===== src/refresh_pkg.sv =====
// constants shared by the refresh mode-control block and its helpers
// assumes a 32-bit avalon-mm slave with a byte address of four bits
package refresh_pkg;
   // register byte offsets, one aligned word each
   localparam logic [3:0] OFS_MODE = 4'h0;
   localparam logic [3:0] OFS_TIMER_CTRL = 4'h4;
   localparam logic [3:0] OFS_COUNT = 4'h8;
   localparam logic [3:0] OFS_CONSTANT = 4'hc;
   // mode register field positions
   localparam int BIT_SELF = 7;
   localparam int BIT_PSRAM = 6;
   localparam int BIT_DRAM = 5;
   localparam int BIT_STROBE = 4;
   localparam int BIT_COLUMN = 3;
   localparam int BIT_PIN = 2;
   localparam int BIT_CYCLE = 0;
   // timer control field positions
   localparam int BIT_CMF = 7;
   localparam int BIT_CMIE = 6;
   localparam int BIT_CKS_HI = 5;
   localparam int BIT_CKS_LO = 3;
   // reset values and masks
   localparam logic [7:0] MODE_RESET = 8'h02;
   localparam logic [7:0] MODE_FIXED_ONE = 8'h02;
   localparam logic [7:0] MODE_LOCK_MASK = 8'h1d;
   localparam logic [2:0] CKS_RESET = 3'h0;
   localparam logic [2:0] TIMER_LOW_ONES = 3'h7;
   localparam logic [7:0] COUNT_RESET = 8'h00;
   localparam logic [7:0] CONSTANT_RESET = 8'hff;
   localparam logic [7:0] READ_UNMAPPED = 8'h00;
   localparam logic [23:0] READ_UPPER = 24'h000000;
   // a refresh cycle on area 3 lasts this many states
   localparam logic [1:0] REFRESH_STATES = 2'h3;
   // run phase of the refresh cycle sequencer
   typedef enum logic {CYCLE_IDLE, CYCLE_RUN} cycle_phase_t;
   // standby handling of the attached memory
   typedef enum logic [1:0] {MEM_NORMAL, MEM_SELF_REFRESH, MEM_STANDBY_IDLE} mem_phase_t;
endpackage : refresh_pkg


===== src/refresh_cycle_seq.sv =====
// refresh cycle sequencer: one start pulse gives a fixed-length cycle
// assumes start is only raised while the sequencer is idle
`timescale 1ns/1ps
module refresh_cycle_seq (
   input wire logic clk_in,
   input wire logic rst_in,
   input wire logic start_in,
   output logic busy_out
);
   // whole state in one struct
   typedef struct packed {
      refresh_pkg::cycle_phase_t phase; // idle or running
      logic [1:0] count; // states spent in the cycle
   } seq_state_t;

   seq_state_t cur; // registered state
   seq_state_t next_cur; // next state

   // next-state logic
   always_comb begin
      next_cur = cur;
      case (cur.phase)
         refresh_pkg::CYCLE_IDLE: begin
            if (start_in) begin
               next_cur.phase = refresh_pkg::CYCLE_RUN;
               next_cur.count = 2'h0;
            end
         end
         refresh_pkg::CYCLE_RUN: begin
            // last state ends the cycle; one idle state follows
            if (cur.count == refresh_pkg::REFRESH_STATES - 2'h1) begin
               next_cur.phase = refresh_pkg::CYCLE_IDLE;
            end
            next_cur.count = cur.count + 2'h1;
         end
         default: begin
            next_cur.phase = refresh_pkg::CYCLE_IDLE;
         end
      endcase
   end

   // state register
   always_ff @(posedge clk_in or posedge rst_in) begin
      if (rst_in) begin
         cur <= '{phase: refresh_pkg::CYCLE_IDLE, count: 2'h0};
      end else begin
         cur <= next_cur;
      end
   end

   assign busy_out = (cur.phase == refresh_pkg::CYCLE_RUN);
endmodule : refresh_cycle_seq


===== src/self_refresh_ctl.sv =====
// standby tracker: chooses self-refresh or plain idle on standby entry
// assumes standby_in is a clean level from the power controller
`timescale 1ns/1ps
module self_refresh_ctl (
   input wire logic clk_in,
   input wire logic rst_in,
   input wire logic standby_in,
   input wire logic allowed_in,
   output logic self_refresh_out
);
   // whole state in one struct
   typedef struct packed {
      refresh_pkg::mem_phase_t phase; // memory standby phase
   } sr_state_t;

   sr_state_t cur; // registered state
   sr_state_t next_cur; // next state

   // entry decides once; later setting changes wait for the next entry
   always_comb begin
      next_cur = cur;
      case (cur.phase)
         refresh_pkg::MEM_NORMAL: begin
            if (standby_in && allowed_in) begin
               next_cur.phase = refresh_pkg::MEM_SELF_REFRESH;
            end else if (standby_in) begin
               next_cur.phase = refresh_pkg::MEM_STANDBY_IDLE;
            end
         end
         refresh_pkg::MEM_SELF_REFRESH, refresh_pkg::MEM_STANDBY_IDLE: begin
            // leaving standby resumes normal access
            if (!standby_in) begin
               next_cur.phase = refresh_pkg::MEM_NORMAL;
            end
         end
         default: begin
            next_cur.phase = refresh_pkg::MEM_NORMAL;
         end
      endcase
   end

   // state register
   always_ff @(posedge clk_in or posedge rst_in) begin
      if (rst_in) begin
         cur <= '{phase: refresh_pkg::MEM_NORMAL};
      end else begin
         cur <= next_cur;
      end
   end

   assign self_refresh_out = (cur.phase == refresh_pkg::MEM_SELF_REFRESH);
endmodule : self_refresh_ctl


===== src/refresh_mode_control.sv =====
// refresh mode-control register with its avalon-mm slave and pin mux
// assumes timer counting and dram strobe waveforms live outside
// Operation
// - 8-bit mode register resets to 0x02
// - psram only plus select bit: self-refresh
// - dram only plus select bit: self-refresh
// - leaving standby resumes normal memory access
// - attach bits pick timer, dram or psram
// - attached area 3 cycles last three states
// - area3 select low forbids wait states
// - attached locks config bits and timer registers
// - strobe bit picks write or column strobes
// - column bit picks 8 or 9 columns
// - pin enable drives strobe, else port
// - bit 1 always reads as one
// - refresh cycles need attachment and enable
// - strobe pin low during each refresh
//
// The register addresses and the Avalon-MM slave port are this design's own decisions.
`timescale 1ns/1ps
module refresh_mode_control (
   input wire logic clk_in,
   input wire logic rst_in,
   input wire logic hw_standby_in,
   input wire logic sw_standby_in,
   input wire logic [3:0] address_in,
   input wire logic read_in,
   input wire logic write_in,
   input wire logic [31:0] writedata_in,
   input wire logic [3:0] byteenable_in,
   output logic [31:0] readdata_out,
   output logic waitrequest_out,
   input wire logic compare_match_in,
   input wire logic refresh_request_in,
   input wire logic area3_state_select_in,
   input wire logic refresh_strobe_pin_in,
   input wire logic port_data_in,
   input wire logic port_oe_in,
   output logic refresh_strobe_pin_out,
   output logic refresh_strobe_pin_oe_out,
   output logic port_read_out,
   output logic dram_attach_out,
   output logic psram_attach_out,
   output logic two_cas_mode_out,
   output logic nine_bit_column_out,
   output logic area3_three_state_out,
   output logic area3_wait_enable_out,
   output logic refresh_cycle_out,
   output logic self_refresh_out,
   output logic compare_match_flag_out,
   output logic compare_interrupt_enable_out,
   output logic [2:0] clock_select_out,
   output logic [7:0] refresh_timer_count_out,
   output logic [7:0] refresh_time_constant_out
);
   // all block state in one struct
   typedef struct packed {
      logic [7:0] mode; // refresh_mode_control contents
      logic compare_match_flag; // compare_match_flag
      logic cmf_seen; // flag was read as one
      logic cmie; // compare interrupt enable
      logic [2:0] cks; // timer clock select
      logic [7:0] count; // refresh_timer_count
      logic [7:0] constant; // refresh_time_constant
      logic ack; // bus answer cycle
      logic [31:0] rdata; // read data held for the bus
      logic pin_sample; // port read of the strobe pin
   } state_t;

   // reset value of the whole state; hardware standby uses its register-file fields
   localparam state_t STATE_RESET = '{
      mode: refresh_pkg::MODE_RESET,
      compare_match_flag: 1'b0,
      cmf_seen: 1'b0,
      cmie: 1'b0,
      cks: refresh_pkg::CKS_RESET,
      count: refresh_pkg::COUNT_RESET,
      constant: refresh_pkg::CONSTANT_RESET,
      ack: 1'b0,
      rdata: 32'h00000000,
      pin_sample: 1'b0
   };

   state_t cur; // registered state
   state_t next_cur; // next state

   logic psram_bit; // pseudo_static_enable
   logic dram_bit; // dynamic_ram_enable
   logic attached; // either memory type enabled
   logic dram_only; // dram alone attached
   logic psram_only; // psram alone attached
   logic cycle_busy; // refresh cycle in progress
   logic cycle_start; // request accepted this cycle
   logic sr_active; // memory held in self-refresh
   logic sr_allowed; // self-refresh chosen for standby
   logic pin_enable; // refresh_pin_enable
   logic strobe_low; // strobe asserted
   logic bus_req; // read or write presented
   logic wr_take; // write takes effect this edge
   logic [7:0] wr_byte; // low lane of write data
   logic [7:0] rd_byte; // register selected for read

   // attachment decode; both bits set is an illegal setting
   always_comb begin
      psram_bit = cur.mode[refresh_pkg::BIT_PSRAM];
      dram_bit = cur.mode[refresh_pkg::BIT_DRAM];
      attached = psram_bit | dram_bit;
      dram_only = dram_bit & ~psram_bit;
      psram_only = psram_bit & ~dram_bit;
   end

   // self-refresh only for a legal single attachment with the select bit
   assign sr_allowed = cur.mode[refresh_pkg::BIT_SELF] & (dram_only | psram_only);

   // refresh cycles only with memory attached and the enable set
   assign cycle_start = refresh_request_in & attached & cur.mode[refresh_pkg::BIT_CYCLE]
      & ~cycle_busy & ~sr_active & ~sw_standby_in;

   // fixed three-state refresh cycle
   refresh_cycle_seq cycle_seq (
      .clk_in(clk_in),
      .rst_in(rst_in),
      .start_in(cycle_start),
      .busy_out(cycle_busy)
   );

   // standby entry and exit of the attached memory
   self_refresh_ctl standby_ctl (
      .clk_in(clk_in),
      .rst_in(rst_in),
      .standby_in(sw_standby_in),
      .allowed_in(sr_allowed),
      .self_refresh_out(sr_active)
   );

   // bus handshake: one wait state, then the answer
   assign bus_req = read_in | write_in;
   assign waitrequest_out = bus_req & ~cur.ack;
   assign wr_take = write_in & cur.ack & byteenable_in[0];
   assign wr_byte = writedata_in[7:0];

   // read mux from current register contents
   always_comb begin
      case (address_in)
         refresh_pkg::OFS_MODE: begin
            rd_byte = cur.mode | refresh_pkg::MODE_FIXED_ONE;
         end
         refresh_pkg::OFS_TIMER_CTRL: begin
            rd_byte = {cur.compare_match_flag, cur.cmie, cur.cks, refresh_pkg::TIMER_LOW_ONES};
         end
         refresh_pkg::OFS_COUNT: begin
            rd_byte = cur.count;
         end
         refresh_pkg::OFS_CONSTANT: begin
            rd_byte = cur.constant;
         end
         default: begin
            // unmapped words read as zero
            rd_byte = refresh_pkg::READ_UNMAPPED;
         end
      endcase
   end

   // next-state logic for the register file and bus answer
   always_comb begin
      next_cur = cur;
      next_cur.pin_sample = refresh_strobe_pin_in;
      next_cur.ack = bus_req & ~cur.ack;
      // read data is captured in the wait cycle, held through the answer
      if (read_in && !cur.ack) begin
         next_cur.rdata = {refresh_pkg::READ_UPPER, rd_byte};
         // reading the flag as one arms its clear
         if (address_in == refresh_pkg::OFS_TIMER_CTRL && cur.compare_match_flag) begin
            next_cur.cmf_seen = 1'b1;
         end
      end
      if (wr_take) begin
         case (address_in)
            refresh_pkg::OFS_MODE: begin
               // locked bits keep their value while memory is attached
               if (attached) begin
                  next_cur.mode = (cur.mode & refresh_pkg::MODE_LOCK_MASK)
                     | (wr_byte & ~refresh_pkg::MODE_LOCK_MASK);
               end else begin
                  next_cur.mode = wr_byte;
               end
               next_cur.mode = next_cur.mode | refresh_pkg::MODE_FIXED_ONE;
            end
            refresh_pkg::OFS_TIMER_CTRL: begin
               if (!attached) begin
                  next_cur.cmie = wr_byte[refresh_pkg::BIT_CMIE];
                  next_cur.cks = wr_byte[refresh_pkg::BIT_CKS_HI:refresh_pkg::BIT_CKS_LO];
               end
               // the flag clears by a zero write even when locked
               if (!wr_byte[refresh_pkg::BIT_CMF] && cur.cmf_seen) begin
                  next_cur.compare_match_flag = 1'b0;
                  next_cur.cmf_seen = 1'b0;
               end
            end
            refresh_pkg::OFS_COUNT: begin
               if (!attached) begin
                  next_cur.count = wr_byte;
               end
            end
            refresh_pkg::OFS_CONSTANT: begin
               if (!attached) begin
                  next_cur.constant = wr_byte;
               end
            end
            default: begin
               // unmapped writes are dropped
               next_cur.cmf_seen = cur.cmf_seen;
            end
         endcase
      end
      // interrupt enable forced off with memory attached
      if (attached) begin
         next_cur.cmie = 1'b0;
      end
      // a match in the clearing cycle wins over the clear
      if (compare_match_in) begin
         next_cur.compare_match_flag = 1'b1;
      end
      // hardware standby returns the registers to reset values
      if (hw_standby_in) begin
         next_cur.mode = STATE_RESET.mode;
         next_cur.compare_match_flag = STATE_RESET.compare_match_flag;
         next_cur.cmf_seen = STATE_RESET.cmf_seen;
         next_cur.cmie = STATE_RESET.cmie;
         next_cur.cks = STATE_RESET.cks;
         next_cur.count = STATE_RESET.count;
         next_cur.constant = STATE_RESET.constant;
      end
   end

   // state register
   always_ff @(posedge clk_in or posedge rst_in) begin
      if (rst_in) begin
         cur <= STATE_RESET;
      end else begin
         cur <= next_cur;
      end
   end

   // strobe pin: refresh strobe when enabled, otherwise the general port
   assign pin_enable = cur.mode[refresh_pkg::BIT_PIN];
   assign strobe_low = cycle_busy | sr_active;
   always_comb begin
      if (pin_enable) begin
         refresh_strobe_pin_out = ~strobe_low;
         refresh_strobe_pin_oe_out = 1'b1;
      end else begin
         refresh_strobe_pin_out = port_data_in;
         refresh_strobe_pin_oe_out = port_oe_in;
      end
   end

   // memory-type outputs; strobe and column settings only for dram alone
   assign dram_attach_out = dram_only;
   assign psram_attach_out = psram_only;
   assign two_cas_mode_out = dram_only & cur.mode[refresh_pkg::BIT_STROBE];
   assign nine_bit_column_out = dram_only & cur.mode[refresh_pkg::BIT_COLUMN];
   // area 3 timing override; bus controller uses these over its own setting
   assign area3_three_state_out = attached;
   assign area3_wait_enable_out = attached & area3_state_select_in;
   assign refresh_cycle_out = cycle_busy;
   assign self_refresh_out = sr_active;
   // register-backed outputs
   assign readdata_out = cur.rdata;
   assign port_read_out = cur.pin_sample;
   assign compare_match_flag_out = cur.compare_match_flag;
   assign compare_interrupt_enable_out = cur.cmie;
   assign clock_select_out = cur.cks;
   assign refresh_timer_count_out = cur.count;
   assign refresh_time_constant_out = cur.constant;
endmodule : refresh_mode_control


===== config.mk =====
export PLATFORM = sky130hd
export DESIGN_NAME = refresh_mode_control
export DESIGN_NICKNAME = d
export VERILOG_FILES = /design/src/refresh_pkg.sv /design/src/refresh_cycle_seq.sv /design/src/self_refresh_ctl.sv /design/src/refresh_mode_control.sv
export SDC_FILE = /design/constraint.sdc
export NUM_CORES = 1
export LEC_CHECK = 0
export ABC_CLOCK_PERIOD_IN_PS = 2350
export BUFFER_PORTS_ARGS = -buffer_cell sky130_fd_sc_hd__buf_4
export CORE_MARGIN = 2
export CORE_UTILIZATION = 28
export DETAILED_ROUTE_END_ITERATION = 8
export GPL_TIMING_DRIVEN = 0
export PLACE_DENSITY_LB_ADDON = 0.3
export SYNTH_ARGS = -nofsm -noshare
export SYNTH_HDL_FRONTEND = slang
export SYNTH_SLANG_ARGS = --single-unit

===== constraint.sdc =====
create_clock -name clk_in -period 2.35 [get_ports clk_in]
set_clock_uncertainty 0.05 [all_clocks]
set_input_delay 0.47 -clock clk_in [delete_from_list [all_inputs] [get_ports clk_in]]
set_output_delay 0.47 -clock clk_in [all_outputs]
set_load 0.05 [all_outputs]

==> After elaboration in Yosys (flattened, before gate mapping) <==
Cells that the tools add are included.
Widths: inputs -> output; s select.
{ "word_totals": {"register_bits": 45, "inputBits": 52, "out_inout_bits": 65} }
{ "classes": {"n_addsub": 1, "eq_ne": 11, "n_mux": 26, "n_bitwise": 26, "reduce_logical": 27} }
{ "op_table": {"columns": ["operator", "count"], "rows": [
  ["$mux 30", 2],
  ["$mux 8", 5],
  ["$pmux 8 s4", 1],
  ["$reduce_bool 3->1", 5],
  ["$and 1x1->1", 14],
  ["$reduce_and 3->1", 4],
  ["$reduce_bool 2->1", 5],
  ["$eq 4x4->1 const B", 2],
  ["$mux 1", 8],
  ["$mux 2", 4],
  ["$mux 4", 2],
  ["$or 5x8->8", 1],
  ["$not 1->1", 7],
  ["$pmux 3 s2", 1],
  ["$reduce_and 2->1", 3],
  ["$eq 2x2->1 const B", 2],
  ["$eq 4x3->1 const B", 1],
  ["$logic_and 1x1->1", 4],
  ["$logic_not 4->1", 1],
  ["$ne 2x2->1 const B", 2],
  ["$ne 4x3->1 const B", 1],
  ["$or 1x1->1", 4],
  ["$pmux 2 s2", 1],
  ["$mux 3", 1],
  ["other kinds (9)", 10]
]} }

==> Longest topological paths before layout <==
{ "depth": {"ltp_word": 9, "ltp_mapped": 7, "depth_no_buf": 5} }

==> Modules after synthesis <==
A second synthesis with hierarchy kept.
{ "unflattened": {"cells_unflattened": 285, "area_unflattened_um2": 2760.1} }
{ "by_module_without_submodules": {"columns": ["mod", "instances", "cells_each", "area_per_inst_um2"], "rows": [
  ["refresh_mode_control", 1, 261, 2494.9],
  ["refresh_cycle_seq", 1, 12, 143.9],
  ["self_refresh_ctl", 1, 12, 121.4]
]} }

==> Least setup slack after synthesis <==
OpenSTA, ideal clock, no wires.
{ "synth_path": {"kind": "flip-flop to output port", "startpoint": "register cur[62] in the netlist's numbering", "endpoint": "output port nine_bit_column_out", "arrival_time_ns": 1.427, "slack_ns": 0.403, "stages_incl_launch_ff": 4, "n_path_buf": 0, "path_cell_list": "dfrtp_1 inv_1 ha_1 and2_1"} }
{ "synth_between": {"elab_chain_cells": 3} }
{ "synth_lines": {"columns": ["item", "line_no", "source"], "rows": [
  ["start, declared", "refresh_mode_control.sv:84", "state_t cur;"],
  ["start signal, assigned", "refresh_mode_control.sv:241", "cur <= next_cur;"],
  ["$not 1->1", "refresh_mode_control.sv:108", "dram_only = dram_bit & ~psram_bit;"],
  ["$and 1x1->1", "refresh_mode_control.sv:108", null],
  ["net dram_attach_out", "refresh_mode_control.sv:42", "output logic dram_attach_out,"],
  ["$and 1x1->1", "refresh_mode_control.sv:262", "assign nine_bit_column_out = dram_only & cur.mode[refresh_pkg::BIT_COLUMN];"],
  ["end, declared", "refresh_mode_control.sv:45", "output logic nine_bit_column_out,"]
]} }
The timed path passes the listed nets, and every way through them passes these cells.

==> Final worst setup path <==
{ "layout_path": {"startpoint": "input port address_in[3]", "endpoint": "register cur, in the netlist refresh_timer_count_out[4]"} }
{ "layout_between": {"elab_chain_cells": 3} }
{ "layout_lines": {"columns": ["item", "line_no", "source"], "rows": [
  ["start, declared", "refresh_mode_control.sv:26", "input wire logic [3:0] address_in,"],
  ["$eq 4x4->1", "refresh_mode_control.sv:178", "case (address_in)"],
  ["$reduce_bool 2->1 (no line)", null, null],
  ["$reduce_and 3->1 (no line)", null, null]
]} }
Every way passes these cells.
A chain may end at the register's enable or synchronous reset.

==> flow_summary.yaml <==
die:
  placementRows: 35
  dieHeight_um: 102
  dieArea_mm2: 0.0103
  core-area_mm2: 0.00924
  die_w_um: 102
  io_pins: 117
  start_util_pct: 28.9
yosys:
  synth_area_leaders: "dfrtp_1 (34%), buf_4 (15%), dfstp_2 (7.9%), nand3_1 (6.8%), o21ai_0 (5.6%)"
  synth_flop_cell: "dfrtp_1"
  synthAdderAreaFrac_pct: 2.81
  synth.distinct_cells: 48
  synth_top_cell_by_area: "dfrtp_1"
  async_reset_ff_share_pct: 100
  synth-xor-area-share_pct: 0
  synth-compound-area-share_pct: 15.0
  synthCells: 274
  yosys.area_share.simple_pct: 15.6
  ys_seq_area_share_pct: 41.7
  synth.top_cell.area_share_pct: 33.8
  syn_avg_cell_area_um2: 9.74
  yosysWarningCount: 0
  synth-edff-count: 0
  ys_ff_latch: 44
  synth.area.mux_share_pct: 6.43
  syn_area_mm2: 0.00267
  synth_top_family_by_area: "buffers and inverters"
placed_design:
  dp_hpwl_um: 5650
  dp_cells: 488
  gp_congestion: 0.829
  io_buffer_count: 61
worst_setup_path:
  worstPathRequired_ns: 2.50
  r2r_slack_ns: 0.30
  ff2ff_path_depth: 7
  start_kind: "input pin"
  worstSetupPathType: "input pin to flip-flop"
  reg2reg_from: "cur[61]"
  worstSetupEndpointType: "flip-flop"
  path_delay_family: "simple AND/OR/NAND/NOR gates"
  crit_buf_inv: 2
  crit_arrival_ns: 2.25
  slowest_delay_ns: 0.87
  cpMaxStageDelayCell: "nor4b_2"
  cp_max_fo: 10
  worstPathCellList: "buf_6 > clkbuf_1 > nor4b_2 > nand3_1 > a21oi_1"
  worstReg2RegEnd: "refresh_timer_count_out[4]"
timing:
  finalCritPeriodShare_pct: 89.0
  period_minus_slack_ns: 2.09
  slew_viol_final: 0
  slew_headroom_pct: 7.13
  tns_ns: 0
  max_slew.worst_pin.slew_ns: 1.38
  rsz0062_at_grt: "false"
  fmax_ghz: 0.478
  hold_violations: 0
  setup_viol: 0
outcome:
  status: "finished, final reports clean"
global_route:
  grt_use_total_pct: 14.6
  grt-ovfl-total: 0
  grt_max_degree: 28
  antenna_found_initial: 0
  grt_pass1_wl_um: 11500
  grt_pass1_vias: 2208
finish:
  fin_util_pct: 37.6
  final_nets: 424
  layout-drive-gt1-share_pct: 38.4
  mostFrequentLayoutCell: "buf_4"
  mostFrequentLayoutCells: "buf_4 (113), nand3_1 (36), dfrtp_1 (36)"
  fin_cells: 496
  antenna_cells: 0
  areaGrowthSynthToFinish_pct: 30.3
power_and_ir_drop:
  internal_power_mw: 1.15
  switching_share_pct: 32.4
  irDropWorstVdd_mv: 0.189
  pwr-share-comb_pct: 26.4
  pwr-share-clk_pct: 26.6
  p_per_area_mw_per_mm2: 490
  p_switching_mw: 0.553
  power.leakage_nw: 1.64
  power_frac_seq_pct: 47.0
routing:
  drc: 0
  via_per_inst: 4.65
  drtIter0Drc: 172
  ant_nets: 0
  vias: 2306
  post_drt_wl_per_cell_um: 15.0
  firstDrtPassIters: 4
  wl_um: 7420
clock_tree:
  cts_sinks: 44
  clkSlewWorstSetupHoldPaths_ns: 0.08
  root_buffer: "clkbuf_8"
  htree_levels: 2
  clock_latency_ns: 0.29
  cts_buffer_depth: 2
  cts_made_buffers: 5
  cts_tree: "built"
min_path:
  hold_path.class: "input pin to asynchronous set/reset pin"
job:
  cap_violations: 0
## how the worst max path moves through the flow
stage                        from                    endpoint  slack (ns)  cells after the start
floorplan                 cur[62]         nine_bit_column_out        0.40                      3
global placement    address_in[3]  refresh_timer_count_out[4]        0.11                      5
detailed placement  address_in[3]  refresh_timer_count_out[4]        0.05                      5
CTS                       cur[61]  refresh_timer_count_out[4]        0.13                      7
global route              cur[61]  refresh_timer_count_out[4]        0.11                      6
finish              address_in[3]  refresh_timer_count_out[4]        0.26                      5
## cell type report
cell class	count	area (um^2)
sequential	44	1110
multi-input combinational	177	1150
clock buffer	8	80.1
fill	961	5770
buffer	66	454
timing repair buffer	62	478
inverter	10	37.5
tap	129	161
## per-layer routing
| metal | up-vias | wire length, um | track usage, % |
|---|---|---|---|
| met2 | 109 | 3450 | 22.9 |
| li1 | 1097 | - | - |
| met5 | - | 0 | 0 |
| met3 | 13 | 590 | 3.24 |
| met4 | 0 | 182 | 5.09 |
| met1 | 1087 | 3200 | 19.9 |
## sequential cells by signal, summed over array words and instances, names as in the netlist
signal and cells:
compare_match_flag_out 1, port_read_out 1, compare_interrupt_enable_out 1, cycle_seq.busy_out 1, standby_ctl.cur 2, cycle_seq.cur 2
readdata_out 8, refresh_timer_count_out 8, cur 9, refresh_time_constant_out 8, clock_select_out 3
## Yosys cell counts (3+ instances only)
cell type	n
mux4_2	3
clkbuf_1	11
a22o_1	5
mux2i_1	4
dfrtp_1	36
a21o_1	3
dfstp_2	8
inv_1	9
nor2_1	5
nand3_1	36
ha_1	6
nor3_1	4
buf_4	52
o21ai_0	30
a21oi_1	18
## stage by stage
step	setup slack [ns]	total power, mW	area [um^2]	hold WS, ns
after floorplan	0.403	1.15	2750	0.389
after global placement	0.106	1.25	3370	0.410
after detailed placement	0.0497	1.26	3390	0.421
after CTS	0.130	1.72	3470	0.137
after global routing	0.111	1.79	3470	0.149
final	0.258	1.70	3470	0.133
## power by group through the flow
| stage | logic [mW] | clock network [mW] | registers [mW] |
|---|---|---|---|
| global placement | 0.436 | 0 | 0.814 |
| global route | 0.480 | 0.503 | 0.803 |
| floorplan | 0.329 | 0 | 0.817 |
| finish | 0.450 | 0.453 | 0.800 |
| detailed placement | 0.449 | 0 | 0.815 |
| CTS | 0.450 | 0.465 | 0.800 |
## kinds of logic after synthesis
group,Yosys count
compound gates,68
fa+ha+maj,6
buf+inv,76
flops,44
mux,10
other cells,1
simple gates,69
## timing repair
item	CTS	global route
endpoints found under the setup margin	0	4
setup buffers	0	0
hold buffers	0	0
resized for setup	0	2
(Power assumes the default switching activity.)
